===== src/ring_monitor_defs.svh =====
// Register offsets, reset values and timing counts for the ring beacon monitor
`ifndef RING_MONITOR_DEFS_SVH
`define RING_MONITOR_DEFS_SVH

`define OFS_BEACON_STATE_PAIR   8'h6e
`define OFS_TIMEOUT_LOW         8'h70
`define OFS_TIMEOUT_HIGH        8'h72
`define OFS_P1_STAMP_LOW        8'h74
`define OFS_P1_STAMP_HIGH       8'h76
`define OFS_P2_STAMP_LOW        8'h78
`define OFS_P2_STAMP_HIGH       8'h7a
`define OFS_P1_NBR_SRC_0        8'h7c
`define OFS_P1_NBR_SRC_1        8'h7e
`define OFS_P1_NBR_SRC_2        8'h80
`define OFS_RING_CONTROL        8'h6c
`define OFS_SWITCH_EVENT        8'h5e

// Ring control bit positions
`define CTL_P1_TIMEOUT_ENABLE   7
`define CTL_P2_TIMEOUT_ENABLE   8
`define CTL_CLEAR_SOURCE_IDS    11

// Switch event bit positions
`define EVT_P1_STATE_CHANGE     0
`define EVT_P2_STATE_CHANGE     1
`define EVT_P1_TIMEOUT          2
`define EVT_P2_TIMEOUT          3

`define RESET_16                16'h0000
`define RESET_32                32'h0000_0000

// Timing: system clock and beacon timer tick rates
`define SYS_CLOCK_MHZ           100
`define TIMEOUT_TICK_MHZ        50
`define TIMEOUT_TICK_DIVIDE     (`SYS_CLOCK_MHZ / `TIMEOUT_TICK_MHZ)

`endif


===== src/ring_monitor_pkg.sv =====
// Types shared by the ring beacon monitor
package ring_monitor_pkg;

   typedef struct packed {
      logic [7:0]  addr;
      logic [15:0] wdata;
      logic        wr;
      logic        rd;
   } reg_req_t;

   typedef struct packed {
      logic        valid;
      logic        port2;
      logic        crc_ok;
      logic [47:0] src_mac;
      logic [7:0]  state_flags;
   } beacon_frame_t;

   typedef struct packed {
      logic        valid;
      logic        port2;
      logic [47:0] src_mac;
   } neighbor_frame_t;

   typedef enum logic [1:0] {
      timer_idle   = 2'b00,
      timer_run    = 2'b01
   } timer_state_t;

endpackage


===== src/ring_beacon_supervision_monitor.sv =====
// Ring beacon supervision monitor: state capture, timeouts, stamps, neighbor record
`timescale 1ns/1ns
`include "ring_monitor_defs.svh"

module ring_beacon_supervision_monitor
(
   input  wire logic                              clk,
   input  wire logic                              rst_n,
   input  wire ring_monitor_pkg::reg_req_t        reg_req,
   output logic [15:0]                            reg_rdata,
   input  wire ring_monitor_pkg::beacon_frame_t   beacon,
   input  wire ring_monitor_pkg::neighbor_frame_t neighbor,
   input  wire logic [47:0]                       supervisor_mac,
   output logic [3:0]                             event_flags,
   output logic [7:0]                             port1_supervisor_state_byte,
   output logic [7:0]                             port2_supervisor_state_byte
);
   import ring_monitor_pkg::*;

   logic [31:0]  shared_timeout_reload;
   logic [15:0]  ring_control;
   logic [31:0]  free_counter;
   logic [31:0]  port1_arrival_stamp;
   logic [31:0]  port2_arrival_stamp;
   logic [47:0]  port1_neighbor_src;
   logic         tick_phase;
   logic [1:0]   enable_q;
   logic [31:0]  timer        [2];
   logic [1:0]   timer_zero;
   logic [1:0]   beacon_hit;
   logic [1:0]   state_change;
   logic [3:0]   next_events;
   logic         port1_timeout_enable;
   logic         port2_timeout_enable;
   logic         supervisor_beacon;
   logic         event_read;
   logic [15:0]  next_rdata;

   assign port1_timeout_enable = ring_control[`CTL_P1_TIMEOUT_ENABLE];
   assign port2_timeout_enable = ring_control[`CTL_P2_TIMEOUT_ENABLE];

   assign supervisor_beacon = beacon.valid && (beacon.src_mac == supervisor_mac);

   function automatic logic is_write(input reg_req_t req, input logic [7:0] ofs);
      is_write = req.wr && (req.addr == ofs);
   endfunction

   // Host register writes
   always_ff @(posedge clk)
   begin
      if (!rst_n)
      begin
         shared_timeout_reload <= `RESET_32;
         ring_control          <= `RESET_16;
      end
      else
      begin
         if (is_write(reg_req, `OFS_TIMEOUT_LOW))
         begin
            shared_timeout_reload[15:0] <= reg_req.wdata;
         end
         if (is_write(reg_req, `OFS_TIMEOUT_HIGH))
         begin
            shared_timeout_reload[31:16] <= reg_req.wdata;
         end
         if (is_write(reg_req, `OFS_RING_CONTROL))
         begin
            ring_control <= reg_req.wdata;
         end
         else
         begin
            ring_control[`CTL_CLEAR_SOURCE_IDS] <= 1'b0;
         end
      end
   end

   always_ff @(posedge clk)
   begin
      if (!rst_n)
      begin
         free_counter <= `RESET_32;
      end
      else
      begin
         free_counter <= free_counter + 32'h0000_0001;
      end
   end

   always_ff @(posedge clk)
   begin
      if (!rst_n)
      begin
         tick_phase <= 1'b0;
      end
      else
      begin
         tick_phase <= ~tick_phase;
      end
   end

   always_ff @(posedge clk)
   begin
      if (!rst_n)
      begin
         enable_q <= 2'b00;
      end
      else
      begin
         enable_q <= {port2_timeout_enable, port1_timeout_enable};
      end
   end

   // Per-port timeout timers
   genvar p;
   generate
      for (p = 0; p < 2; p++)
      begin : g_timer
         logic en;
         assign en            = (p == 0) ? port1_timeout_enable : port2_timeout_enable;
         assign beacon_hit[p] = supervisor_beacon && beacon.crc_ok && (beacon.port2 == (p == 1));
         assign timer_zero[p] = en && enable_q[p] && (timer[p] == `RESET_32) && tick_phase;

         always_ff @(posedge clk)
         begin
            if (!rst_n)
            begin
               timer[p] <= `RESET_32;
            end
            else if (!en)
            begin
               timer[p] <= timer[p];
            end
            else if (!enable_q[p] || beacon_hit[p] || timer_zero[p])
            begin
               timer[p] <= shared_timeout_reload;
            end
            else if (tick_phase && timer[p] != `RESET_32)
            begin
               timer[p] <= timer[p] - 32'h0000_0001;
            end
         end
      end
   endgenerate

   always_ff @(posedge clk)
   begin
      if (!rst_n)
      begin
         port1_supervisor_state_byte <= 8'h00;
         port2_supervisor_state_byte <= 8'h00;
      end
      else if (supervisor_beacon)
      begin
         if (!beacon.port2)
         begin
            port1_supervisor_state_byte <= beacon.state_flags;
         end
         else
         begin
            port2_supervisor_state_byte <= beacon.state_flags;
         end
      end
   end

   assign state_change[0] = supervisor_beacon && !beacon.port2
                            && (beacon.state_flags != port1_supervisor_state_byte);
   assign state_change[1] = supervisor_beacon && beacon.port2
                            && (beacon.state_flags != port2_supervisor_state_byte);

   // Event read clears flags; a new event wins over the clear
   assign event_read = reg_req.rd && (reg_req.addr == `OFS_SWITCH_EVENT);

   always_comb
   begin
      next_events = event_read ? 4'h0 : event_flags;
      next_events[`EVT_P1_STATE_CHANGE] = next_events[`EVT_P1_STATE_CHANGE] | state_change[0];
      next_events[`EVT_P2_STATE_CHANGE] = next_events[`EVT_P2_STATE_CHANGE] | state_change[1];
      next_events[`EVT_P1_TIMEOUT] = next_events[`EVT_P1_TIMEOUT] | timer_zero[0];
      next_events[`EVT_P2_TIMEOUT] = next_events[`EVT_P2_TIMEOUT] | timer_zero[1];
   end

   always_ff @(posedge clk)
   begin
      if (!rst_n)
      begin
         event_flags <= 4'h0;
      end
      else
      begin
         event_flags <= next_events;
      end
   end

   // Timestamps; CRC not required for a snapshot
   always_ff @(posedge clk)
   begin
      if (!rst_n)
      begin
         port1_arrival_stamp <= `RESET_32;
         port2_arrival_stamp <= `RESET_32;
      end
      else if (supervisor_beacon)
      begin
         if (!beacon.port2)
         begin
            port1_arrival_stamp <= free_counter;
         end
         else
         begin
            port2_arrival_stamp <= free_counter;
         end
      end
   end

   always_ff @(posedge clk)
   begin
      if (!rst_n)
      begin
         port1_neighbor_src <= 48'h0000_0000_0000;
      end
      else if (ring_control[`CTL_CLEAR_SOURCE_IDS])
      begin
         port1_neighbor_src <= 48'h0000_0000_0000;
      end
      else if (neighbor.valid && !neighbor.port2)
      begin
         port1_neighbor_src <= neighbor.src_mac;
      end
   end

   // Read mux; plain reads, no latch, no side effect except event clear
   always_comb
   begin
      next_rdata = 16'h0000;
      case (reg_req.addr)
         `OFS_BEACON_STATE_PAIR:
            next_rdata = {port2_supervisor_state_byte, port1_supervisor_state_byte};
         `OFS_TIMEOUT_LOW:    next_rdata = shared_timeout_reload[15:0];
         `OFS_TIMEOUT_HIGH:   next_rdata = shared_timeout_reload[31:16];
         `OFS_P1_STAMP_LOW:   next_rdata = port1_arrival_stamp[15:0];
         `OFS_P1_STAMP_HIGH:  next_rdata = port1_arrival_stamp[31:16];
         `OFS_P2_STAMP_LOW:   next_rdata = port2_arrival_stamp[15:0];
         `OFS_P2_STAMP_HIGH:  next_rdata = port2_arrival_stamp[31:16];
         `OFS_P1_NBR_SRC_0:   next_rdata = port1_neighbor_src[15:0];
         `OFS_P1_NBR_SRC_1:   next_rdata = port1_neighbor_src[31:16];
         `OFS_P1_NBR_SRC_2:   next_rdata = port1_neighbor_src[47:32];
         `OFS_RING_CONTROL:   next_rdata = ring_control;
         `OFS_SWITCH_EVENT:   next_rdata = {12'h000, event_flags};
         default:             next_rdata = 16'h0000;
      endcase
   end

   always_ff @(posedge clk)
   begin
      if (!rst_n)
      begin
         reg_rdata <= 16'h0000;
      end
      else if (reg_req.rd)
      begin
         reg_rdata <= next_rdata;
      end
      else
      begin
         reg_rdata <= 16'h0000;
      end
   end

endmodule


===== config.mk =====
export PLATFORM = sky130hd
export DESIGN_NAME = ring_beacon_supervision_monitor
export DESIGN_NICKNAME = d
export VERILOG_FILES = /design/src/ring_monitor_pkg.sv /design/src/ring_beacon_supervision_monitor.sv
export VERILOG_INCLUDE_DIRS = /design/src /design/src/src
export SDC_FILE = /design/constraint.sdc
export NUM_CORES = 1
export LEC_CHECK = 0
export BUFFER_PORTS_ARGS = -buffer_cell sky130_fd_sc_hd__buf_2
export CELL_PAD_IN_SITES_DETAIL_PLACEMENT = 1
export CELL_PAD_IN_SITES_GLOBAL_PLACEMENT = 2
export CORE_ASPECT_RATIO = 0.9
export CORE_MARGIN = 3
export CORE_UTILIZATION = 37
export CTS_BUF_LIST = sky130_fd_sc_hd__clkbuf_8
export DETAILED_ROUTE_END_ITERATION = 10
export GPL_TIMING_DRIVEN = 0
export PLACE_DENSITY = 0.89
export SYNTH_ARGS = -nofsm -noshare
export SYNTH_HDL_FRONTEND = slang
export SYNTH_SLANG_ARGS = --single-unit

===== constraint.sdc =====
create_clock -name clk -period 6.67 [get_ports clk]
set_input_delay 1.334 -clock clk [delete_from_list [all_inputs] [get_ports clk]]
set_output_delay 1.334 -clock clk [all_outputs]
set_load 0.03 [all_outputs]

* Word-level counts from Yosys, hierarchy flattened
Memories as Yosys holds them, arrays and structs flattened.
Cells that the tools add are included.
** Storage, ports and cells
- Flip-flop bits (word level) :: 231
- Bits in latches :: 0
- Memory bits (writable) :: 64
- Bits in read-only memories :: 0
- Input port bits :: 185
- Logic and storage cells :: 117
- Memories kept :: 1
** Operators by class
- $add $sub $neg :: 3
- Multiply operators :: 0
- Divide/modulo/power cells :: 0
- Order comparisons :: 0
- Equality and inequality tests :: 15
- Shifts and indexed selects :: 0
- Multiplexer cells :: 33
- Bitwise logic cells :: 13
- Reductions and logical operators :: 38
** Memories
- timer :: words 2, bits a word 32, rd ports 2, clocked after Yosys merged registers in 0, wr ports 2, RTL line ring_beacon_supervision_monitor.sv:28 : logic [31:0] timer [2];
** Operator list (count)
- $mux W32 :: 6
- $pmux W16 S12 :: 1
- $eq A8 B7 Y1 const B :: 11
- $logic_not A32 Y1 :: 2
- $reduce_bool A32 Y1 :: 2
- $sub A32 B1 Y32 const B :: 2
- $eq A48 B48 Y1 :: 1
- $add A32 B1 Y32 const B :: 1
- $mux W1 :: 25
- $logic_and A1 B1 Y1 :: 21
- $ne A8 B8 Y1 :: 2
- $or A1 B1 Y1 :: 10
- $eq A8 B8 Y1 const B :: 1
- $reduce_and A2 Y1 :: 4
- $logic_not A1 Y1 :: 4
- $logic_or A1 B1 Y1 :: 4
- $mux W4 :: 1
- $not A1 Y1 :: 3
- $reduce_or A2 Y1 :: 1

* Depth between registers and ports, before layout
Gate-level depths: netlist of the first run.
- Depth in word-level cells :: 12
- Depth in mapped cells :: 9

* Least setup slack after synthesis of the first run
Ideal clock, no wire load.
- Path type :: input-to-reg
- Start :: input port supervisor_mac[1]
- End :: memory timer[0][0], enable pin
- Arrival time :: 4667 ps
- Setup slack :: 1538 ps
- Stages on the path :: 6
- Path buffers :: 0
- Cells stage by stage :: xnor2_1 nand4_1 nor4_1 nand4_1 and3b_1 o21ai_0
** RTL lines
- start, declared :: RTL line ring_beacon_supervision_monitor.sv:13 : input wire logic [47:0] supervisor_mac,
- end, declared :: RTL line ring_beacon_supervision_monitor.sv:28

* Worst setup path in the final report of the first run
- Start :: input port reg_req[20] in the netlist's numbering
- End :: register reg_rdata[3]
** Between the ends
- Longest elaborated chain between the ends :: 2
- Elaborated cells between the ends (all ways) :: 13
- Classes of those cells :: eq/ne: 12; mux: 1
** Ends and longest elaborated chain
- start, declared :: RTL line ring_beacon_supervision_monitor.sv:9 : input wire ring_monitor_pkg::reg_req_t reg_req,
- $eq A8 B7 Y1 / $eq A8 B8 Y1 (equally long branches) :: RTL line ring_beacon_supervision_monitor.sv:235 : case (reg_req.addr)
- $pmux W16 S12 (*) :: RTL line ring_beacon_supervision_monitor.sv:235
- end signal, assigned :: RTL line ring_beacon_supervision_monitor.sv:261 : reg_rdata <= next_rdata;
- end, declared :: RTL line ring_beacon_supervision_monitor.sv:10 : output logic [15:0] reg_rdata,
Every way passes the cells marked *; elsewhere a longest branch is shown, timed or not.
A chain may end at the register's enable or synchronous reset.

==> results of run 1 <==
## flip-flops by register name, summed over array words and instances, names as in the netlist
signal                       cells
port2_supervisor_state_byte      8
port2_arrival_stamp             32
enable_q                         2
port1_arrival_stamp             32
port1_neighbor_src              48
event_flags                      4
ring_control                    16
port1_supervisor_state_byte      8
free_counter                    32
reg_rdata                       16
shared_timeout_reload           32
timer                           64
tick_phase                       1
## path summary, 6_finish.rpt
check	endpoint	cells past startpoint	slack, ns
worst max-delay path	reg_rdata[3]	8	2.69
worst min-delay path	port1_neighbor_src[6]	2	0.45
worst max register to register	timer[1][18]	7	3.13
worst min register to register	port1_neighbor_src[6]	2	0.45
## cell type report
| type | count | area [um^2] |
|---|---|---|
| inverters | 16 | 60.1 |
| clock inverters | 29 | 125 |
| flip-flops and latches | 295 | 6550 |
| well taps | 483 | 604 |
| plain buffers | 86 | 385 |
| clock buffers | 62 | 853 |
| multi-input cells | 1111 | 7380 |
| repair buffers | 221 | 1150 |
| fillers | 4468 | 20600 |
## power by group
group          leakage (nW)  internal (W)  switching, W  total [W]
logic                  3.42      0.000115      0.000152   0.000268
registers              2.53       0.00185     0.0000320    0.00188
clock network         0.590      0.000837      0.000765    0.00160
## kinds of logic after synthesis
group | share of synthesized area
xor+xnor | 0.0874
mux | 0.0707
buf+inv | 0.0311
compound gates | 0.143
simple gates | 0.206
flops | 0.457
fa+ha+maj | 0.00437
## worst min-delay path, cell delays in order, from the launching register on
cell     delay [ns]
dfxtp_1        0.30
nand2_1        0.05
a21oi_1        0.05
## stage by stage
step,area (um^2),hold WS (ns),setup TNS (ns),cells
3_3_place_gp,16000,0.445,-5.74,2209
2_1_floorplan,14300,0.433,0,1508
4_1_cts,17100,0.457,0,2303
3_5_place_dp,16100,0.448,0,2212
6_report,17100,0.453,0,2303
5_1_grt,17100,0.472,0,2303
## routing by layer
metal,share of wire,vias up,wire length [um],global-route usage
li1,-,5962,-,-
met1,0.44,6303,23800,0.345
met2,0.48,434,25700,0.437
met3,0.063,83,3390,0.0387
met4,0.022,2,1190,0.0628
met5,0.00024,-,13,0
## cells in the final DEF, fill, tap and decap left out, types with 41 or more instances in the layout
cell type	n
a21boi_0	54
nor2b_1	88
edfxtp_1	64
clkbuf_1	67
a21oi_1	58
o2bb2ai_1	64
nor2_1	41
xnor2_1	105
mux2i_1	90
clkbuf_8	63
dfxtp_1	231
buf_2	218
nand2_1	253
==> impl_summary.txt, run 1 <==
----------------------------------------------------
[Global routing]
  Maximum number of pins on one net before global-route repair ... 23
  Number of antenna violations at the first check in global routing ... 2
  All-Layer GR Usage ... 0.257
  Wire length of the first global-routing pass ... 80.3 mm
  Global route overflow ... 0
  Number of global-route vias before repair ... 13100

[Setup path]
  Critical path fanouts, max ... 10
  FF-to-FF Start ... timer[1][26]
  Crit-path leading delay family ... buffers and inverters
  Launching element type of the critical path ... input port
  CP cell instances ... buf_2 > clkbuf_1 > nor2_1 > and3_1 > clkbuf_1 > o211ai_1 > clkbuf_1 > a31oi_1
  Setup crit end kind ... register
  Top cell by count, worst path ... clkbuf_1
  Setup Crit Path Kind ... input port to register
  Critical path launch point ... reg_req[20]
  Cell with the largest stage delay on the worst path ... o211ai_1
  Crit path largest cell delay ... 0.70 ns
  Buf+Inv Stages, Crit Path ... 4
  Data arrival at the endpoint of the critical path ... 4.36 ns
  CP required ... 7.05 ns

[Synth]
  Leading cell types by count after synthesis ... nand2_1 (253), dfxtp_1 (231), xnor2_1 (105)
  Mean area per synthesized cell ... 9.50 um^2
  Post-Syn Instances ... 1508
  Unique masters post-synth ... 56
  Count of synthesis-stage warnings from yosys ... 0
  Leading cell types by total area after synthesis ... dfxtp_1 (32%), edfxtp_1 (13%), nand2_1 (6.6%), xnor2_1 (6.4%), mux2i_1 (6.3%)
  Fraction of synthesized cell area taken by the top area cell type ... 0.323
  Largest area contributor in the netlist ... dfxtp_1
  Most instantiated flip-flop cell in the synthesis netlist ... dfxtp_1
  Fraction of the yosys area taken by sequential cells ... 0.457
  Library cell with the highest instance count after synthesis ... nand2_1
  Synthesized area ... 14300 um^2
  Count of flip-flops with a built-in enable after synthesis ... 64
  Synth Net Count ... 1698
  Async set-or-reset flop fraction in the synthesized netlist ... 0
  Synthesis-stage register bit count ... 295

[Route]
  Number of remaining DRC errors ... 0
  Routed vias ... 12800
  Average wire per cell in the routed design ... 23.5 um
  Final wirelength ... 54.1 mm
  Initial DRC count ... 871
  Via-per-instance ratio ... 5.55
  First drt pass iteration count ... 5
  Final ANT Viol Nets ... 0

[Timing]
  Clock tree skew after final layout ... 0.0365 ns
  Worst slew slack as a fraction of its limit ... 0.0972
  Shortest clock period the worst path allows after layout ... 3.98 ns
  RSZ-0062 raised after global routing ... no
  Actual slew at the worst max-slew pin ... 1.34 ns
  Final Setup Violations ... 0
  Least setup slack across all paths after layout ... 2.69 ns
  Number of max-slew violations in the final report ... 0
  Final period utilization ... 0.597
  Maximum clock frequency ... 0.251 GHz
  Final hold viol count ... 0

[Place]
  Dpl ws ... 2.19 ns
  Number of port buffers ... 218
  Detailed placer's ending HPWL ... 41.3 mm
  Placer Congestion ... 0.893

[Job]
  Max-Cap Viols ... 0

[Finish]
  Core occupancy in the finished layout ... 0.454
  Final Net Count ... 1972
  Share of layout cells above drive strength 1 ... 0.175
  Layout overhead on the synthesized area ... 19.4%
  N_diodes ... 0

[Clock tree]
  CTS max path bufs ... 3
  Post-cts hold buffer count ... 0
  Maximum level of the CTS H-tree ... 2
  Count of buffers added by post-CTS timing repair for setup ... 0
  Register clock-pin slew on the reported worst setup and hold paths ... 0.06 ns
  CTS sink count ... 295
  Root Buffer Master ... clkbuf_8
  Clk Latency, worst-skew pair ... 0.60 ns
  Number of clock buffers inserted by TritonCTS ... 51
  Number of gates resized after CTS ... 0
  TritonCTS clock tree ... built

[Power]
  Static leakage power ... 6.54 nW
  Total power divided by cell area ... 219 nW/um^2
  Overall power of the completed layout ... 0.00375 W
  Worst voltage drop across the vdd grid ... 0.135 mV

[Hold path]
  Type of the tightest min-delay check ... register to register
  Hold path startpoint ... port1_neighbor_src[6]

[Die]
  I/O pin count ... 221
  Chip Width ... 213 um
  Initial core utilization ... 0.380
  Die area ... 41100 um^2
  Area of the core ... 37700 um^2
  Vertical die dimension ... 193 um
  Cell row count ... 67

[Status]
  Run status ... completed

----------------------------------------------------
(Power assumes the default switching activity.)
==> run 2: changes to the inputs <==
- clock period: 6.67 -> 3.99 ns (I/O delays scaled with it)
==> run 2 against run 1 <==
First-iteration DRC count decreased by 5.6%. Critical path depth decreased by 1. Global-route usage decreased by 0.054 points. Critical path type is now register to register.
==> impl_summary.txt, run 2 (synthesis gave the netlist of run 1 again) <==
----------------------------------------------------
[Clock tree]
  TritonCTS clock tree ... built
  Register clock-pin slew on the reported worst setup and hold paths ... 0.06 ns
  Number of gates resized after CTS ... 0
  Clk Latency, worst-skew pair ... 0.60 ns
  Number of clock buffers inserted by TritonCTS ... 51
  Count of buffers added by post-CTS timing repair for setup ... 0
  Post-cts hold buffer count ... 0
  CTS sink count ... 295
  Root Buffer Master ... clkbuf_8
  CTS max path bufs ... 3
  Maximum level of the CTS H-tree ... 2

[Finish]
  Layout overhead on the synthesized area ... 19.9%
  Final Net Count ... 1973
  Top Registers ... timer: 64 flops, port1_neighbor_src: 48 flops
  Flip-flop count of the largest register after layout ... 64
  Largest register by flop count ... timer
  Commonest cells after routing, fill and taps aside ... nand2_1 (253), dfxtp_1 (231), buf_2 (218)
  Final standard cell area without fillers ... 17200 um^2
  Final Instance Count excl. Fillers ... 2307
  Most frequent standard cell in the layout excluding fill and tap cells ... nand2_1
  Share of layout cells above drive strength 1 ... 0.178

[Timing]
  Least setup slack across all paths after layout ... 0.532 ns
  Worst slew slack as a fraction of its limit ... 0.148
  Final hold viol count ... 0
  RSZ-0062 raised after global routing ... no
  Number of max-slew violations in the final report ... 0
  Actual slew at the worst max-slew pin ... 1.27 ns
  Final Setup Violations ... 0
  Shortest clock period the worst path allows after layout ... 3.46 ns
  Clock tree skew after final layout ... 0.0372 ns
  Maximum clock frequency ... 0.289 GHz
  Final period utilization ... 0.867
  Minimum hold slack ... 0.438 ns

[Route]
  Number of remaining DRC errors ... 0
  Average wire per cell in the routed design ... 23.3 um
  Routed vias ... 12800
  Initial DRC count ... 822
  Final wirelength ... 53.7 mm
  Via-per-instance ratio ... 5.55
  Final ANT Viol Nets ... 0
  First drt pass iteration count ... 6

[Global routing]
  Global route overflow ... 0
  Number of antenna violations at the first check in global routing ... 2
  Number of global-route vias before repair ... 13100
  Wire length of the first global-routing pass ... 80.4 mm
  Maximum number of pins on one net before global-route repair ... 26
  All-Layer GR Usage ... 0.257

[Power]
  Static leakage power ... 6.55 nW
  Worst voltage drop across the vdd grid ... 0.194 mV
  Total power divided by cell area ... 375 nW/um^2

[Setup path]
  Setup crit end kind ... register
  Setup Crit Path Kind ... register to register
  Critical path fanouts, max ... 10
  FF-to-FF Start ... timer[1][24]
  Launching element type of the critical path ... register
  CP required ... 4.40 ns
  Data arrival at the endpoint of the critical path ... 3.86 ns
  Critical path launch point ... timer[1][24]

[Place]
  Dpl ws ... 0.0302 ns
  Placer Congestion ... 0.917
  Number of placed cells counting well taps ... 2213
  Detailed placer's ending HPWL ... 41.1 mm
  Number of port buffers ... 218
  Instance area at placement ... 16100 um^2

[Die]
  Chip Width ... 213 um
  I/O pin count ... 221
  Cell row count ... 67
  Die area ... 41100 um^2
  Area of the core ... 37700 um^2
  Vertical die dimension ... 193 um
  Initial core utilization ... 0.380

[Hold path]
  Type of the tightest min-delay check ... input port to register
  Hold path startpoint ... neighbor[47]

[Status]
  Run status ... completed

[Job]
  Max-Cap Viols ... 0

----------------------------------------------------
-- run 2: per-stage QoR --
| step | power [W] | setup TNS [ns] | util |
|---|---|---|---|
| floorplan | 0.00342 | 0 | - |
| finish | 0.00644 | 0 | 0.455 |
| global route | 0.00667 | 0 | 0.455 |
| detailed placement | 0.00365 | 0 | 0.428 |
| CTS | 0.00648 | 0 | 0.455 |
| global placement | 0.00363 | -65.22 | 0.425 |
-- run 2: final timing paths --
kind / end / slack [ns] / cells after the start
setup / recovery: timer[1][5] / 0.53 / 7
hold / removal: port1_neighbor_src[47] / 0.44 / 3
setup reg to reg: timer[1][5] / 0.53 / 7
hold reg to reg: port1_neighbor_src[6] / 0.46 / 2
-- run 2: power by group --
| part | leakage [nW] | internal (W) | switching, W | total, W |
|---|---|---|---|---|
| registers | 2.53 | 0.00310 | 0.0000520 | 0.00315 |
| clock network | 0.605 | 0.00157 | 0.00128 | 0.00285 |
| logic | 3.42 | 0.000192 | 0.000251 | 0.000442 |
| total | 6.55 | 0.00485 | 0.00159 | 0.00644 |
-- run 2: final cells by class --
class,instances,area [um^2]
well taps,483,604
plain buffers,86,385
multi-input cells,1111,7380
clock buffers,64,881
repair buffers,222,1150
flip-flops and latches,295,6550
fillers,4434,20500
clock inverters,29,169
diodes,1,2.50
inverters,16,60.1
-- run 2: critical path, cell delays in order (launching register included) --
cell	delay, ns
edfxtp_1	0.47
or4_1	0.57
or4_1	0.48
nor4_1	0.62
a21oi_1	0.15
a21boi_1	0.39
clkbuf_1	0.44
o2bb2ai_1	0.18
-- run 2: per-layer routing --
layer,track usage,part of all wire,up-vias
met2,0.431,0.47,462
li1,-,-,5953
met3,0.0356,0.061,103
met5,0,0.00024,-
met1,0.342,0.44,6278
met4,0.0839,0.029,2
==> run 3: changes to the inputs <==
- CELL_PAD_IN_SITES_DETAIL_PLACEMENT: 1 -> unset
- CELL_PAD_IN_SITES_GLOBAL_PLACEMENT: 2 -> unset
- CORE_UTILIZATION: 37 -> 40
- CTS_CLUSTER_DIAMETER: unset -> 120
- HOLD_SLACK_MARGIN: unset -> 0.06
- PLACE_DENSITY: 0.89 -> 0.66
==> run 3 against run 2 <==
First-iteration DRC count grew 78%. Worst hold slack worse by 0.0097 ns. Clock-buffer cell count is 5 lower. Via count fell by 1.3%. Sequential power about the same. Largest cell class unchanged. Setup slack improved by 0.030 ns. Utilization grew 3.3 points. Fmax up 0.86%. Wire length decreased by 8.9%. Critical path depth up 3. Critical endpoint is now shared_timeout_reload[30]. Cell count decreased by 0.78%.
==> impl_summary.txt, run 3 (synthesis gave the netlist of run 1 again) <==
----------------------------------------------------
[Timing]
  Sum of negative setup slack ... 0 ns
  Final period utilization ... 0.859
  Number of max-slew violations in the final report ... 0
  Least setup slack across all paths after layout ... 0.562 ns
  Final Setup Violations ... 0
  Maximum clock frequency ... 0.292 GHz
  Worst slew slack as a fraction of its limit ... 0.0449
  Actual slew at the worst max-slew pin ... 1.42 ns
  Shortest clock period the worst path allows after layout ... 3.43 ns
  RSZ-0062 raised after global routing ... no
  Final hold viol count ... 0
  Clock tree skew after final layout ... 0.0361 ns

[Setup path]
  CP cell instances ... buf_2 > nand4bb_1 > clkbuf_1 > or2_2 > clkbuf_1 > nor3_1 > nand2_1 > clkbuf_1 > nand2_1 > a21boi_0
  Launching element type of the critical path ... input port
  Setup crit end kind ... register
  Critical path launch point ... reg_req[25]
  Top cell by count, worst path ... clkbuf_1
  Cell with the largest stage delay on the worst path ... nor3_1
  Crit-path leading delay family ... simple AND/OR/NAND/NOR gates
  Setup Crit Path Kind ... input port to register
  Crit path largest cell delay ... 1.08 ns
  Buf+Inv Stages, Crit Path ... 4
  Critical path fanouts, max ... 10
  FF-to-FF Start ... timer[1][24]
  CP required ... 4.48 ns
  Data arrival at the endpoint of the critical path ... 3.91 ns

[Global routing]
  Global route overflow ... 0
  All-Layer GR Usage ... 0.248
  Number of antenna violations at the first check in global routing ... 3
  Wire length of the first global-routing pass ... 72.1 mm
  Maximum number of pins on one net before global-route repair ... 23
  Number of global-route vias before repair ... 12100

[Power]
  Total power divided by cell area ... 383 nW/um^2
  Static leakage power ... 6.54 nW
  Worst voltage drop across the vdd grid ... 0.242 mV
  Overall power of the completed layout ... 0.00660 W

[Clock tree]
  Post-cts hold buffer count ... 0
  Root Buffer Master ... clkbuf_8
  CTS max path bufs ... 3
  Maximum level of the CTS H-tree ... 2
  TritonCTS clock tree ... built
  Count of buffers added by post-CTS timing repair for setup ... 0
  Number of gates resized after CTS ... 0
  Number of clock buffers inserted by TritonCTS ... 49
  Register clock-pin slew on the reported worst setup and hold paths ... 0.07 ns
  Clk Latency, worst-skew pair ... 0.61 ns
  CTS sink count ... 295

[Place]
  Instance area at placement ... 16100 um^2
  Number of placed cells counting well taps ... 2198
  Placer Congestion ... 0.946
  Number of port buffers ... 218
  Dpl ws ... 0.0524 ns
  Detailed placer's ending HPWL ... 36.8 mm

[Route]
  Final ANT Viol Nets ... 0
  Routed vias ... 12600
  First drt pass iteration count ... 6
  Via-per-instance ratio ... 5.52
  Number of remaining DRC errors ... 0
  Final wirelength ... 48.9 mm
  Initial DRC count ... 1466
  Average wire per cell in the routed design ... 21.4 um

[Finish]
  Flip-flop count of the largest register after layout ... 64
  Storage cell area ... 6550 um^2
  Largest register by flop count ... timer
  Layout overhead on the synthesized area ... 20.1%
  Top Registers ... timer: 64 flops, port1_neighbor_src: 48 flops
  Final Instance Count excl. Fillers ... 2289
  Multi-input gate area in the final layout ... 7370 um^2
  Final standard cell area without fillers ... 17200 um^2
  Most frequent standard cell in the layout excluding fill and tap cells ... nand2_1
  Fill count ... 3290
  Commonest cells after routing, fill and taps aside ... nand2_1 (253), dfxtp_1 (231), buf_2 (218)
  N_diodes ... 0
  Share of layout cells above drive strength 1 ... 0.182
  Final Net Count ... 1970

[Hold path]
  Type of the tightest min-delay check ... input port to register
  Hold path startpoint ... neighbor[18]

[Die]
  Vertical die dimension ... 186 um
  Die area ... 38100 um^2
  Area of the core ... 35200 um^2
  Initial core utilization ... 0.407
  Cell row count ... 65
  I/O pin count ... 221
  Chip Width ... 206 um

[Status]
  Run status ... completed

[Job]
  Max-Cap Viols ... 0

----------------------------------------------------
## run 3: cell count changes in the layout (fill, tap and decap cells not counted), moves of 2 or more
cell,change
clkinv_2,+5
clkbuf_8,-5
inv_6,+3
clkinvlp_4,+2
inv_1,-9
bufinv_16,+3
clkinv_1,-2
## run 3: stage by stage
stage | util | hold slack (ns)
2_1_floorplan | - | 0.433
3_3_place_gp | 0.455 | 0.443
3_5_place_dp | 0.457 | 0.448
4_1_cts | 0.489 | 0.409
5_1_grt | 0.489 | 0.423
6_report | 0.489 | 0.429
## run 3: cell type report
type | instances | area share
Timing Repair Buffer | 221 | 0.0670
Clock buffer | 59 | 0.0472
Multi-Input combinational cell | 1111 | 0.428
Sequential cell | 295 | 0.380
Clock inverter | 32 | 0.0170
Inverter | 16 | 0.00349
Buffer | 86 | 0.0224
Tap cell | 469 | 0.0341
## run 3: where the power goes
group | internal (W) | switching [W] | leakage [nW]
Clock | 0.00169 | 0.00133 | 0.598
Sequential | 0.00309 | 0.0000498 | 2.53
Combinational | 0.000192 | 0.000245 | 3.42
Total | 0.00497 | 0.00162 | 6.54
## run 3: worst min-delay path, stage by stage
cell and delay [ns]:
buf_2 0.10, nand2_1 0.05, a21oi_1 0.05
## run 3: path summary, 6_finish.rpt
kind,end,cells past startpoint,slack (ns)
max,shared_timeout_reload[30],10,0.56
max reg2reg,timer[1][19],7,0.57
min,port1_neighbor_src[18],3,0.43
min reg2reg,port1_neighbor_src[6],2,0.45
## run 3: layer usage
metal / global-route usage / routed length, um
met1: 0.345 / 21600
met4: 0.0858 / 1570
met2: 0.381 / 21600
met3: 0.0540 / 4120
met5: 0 / 24
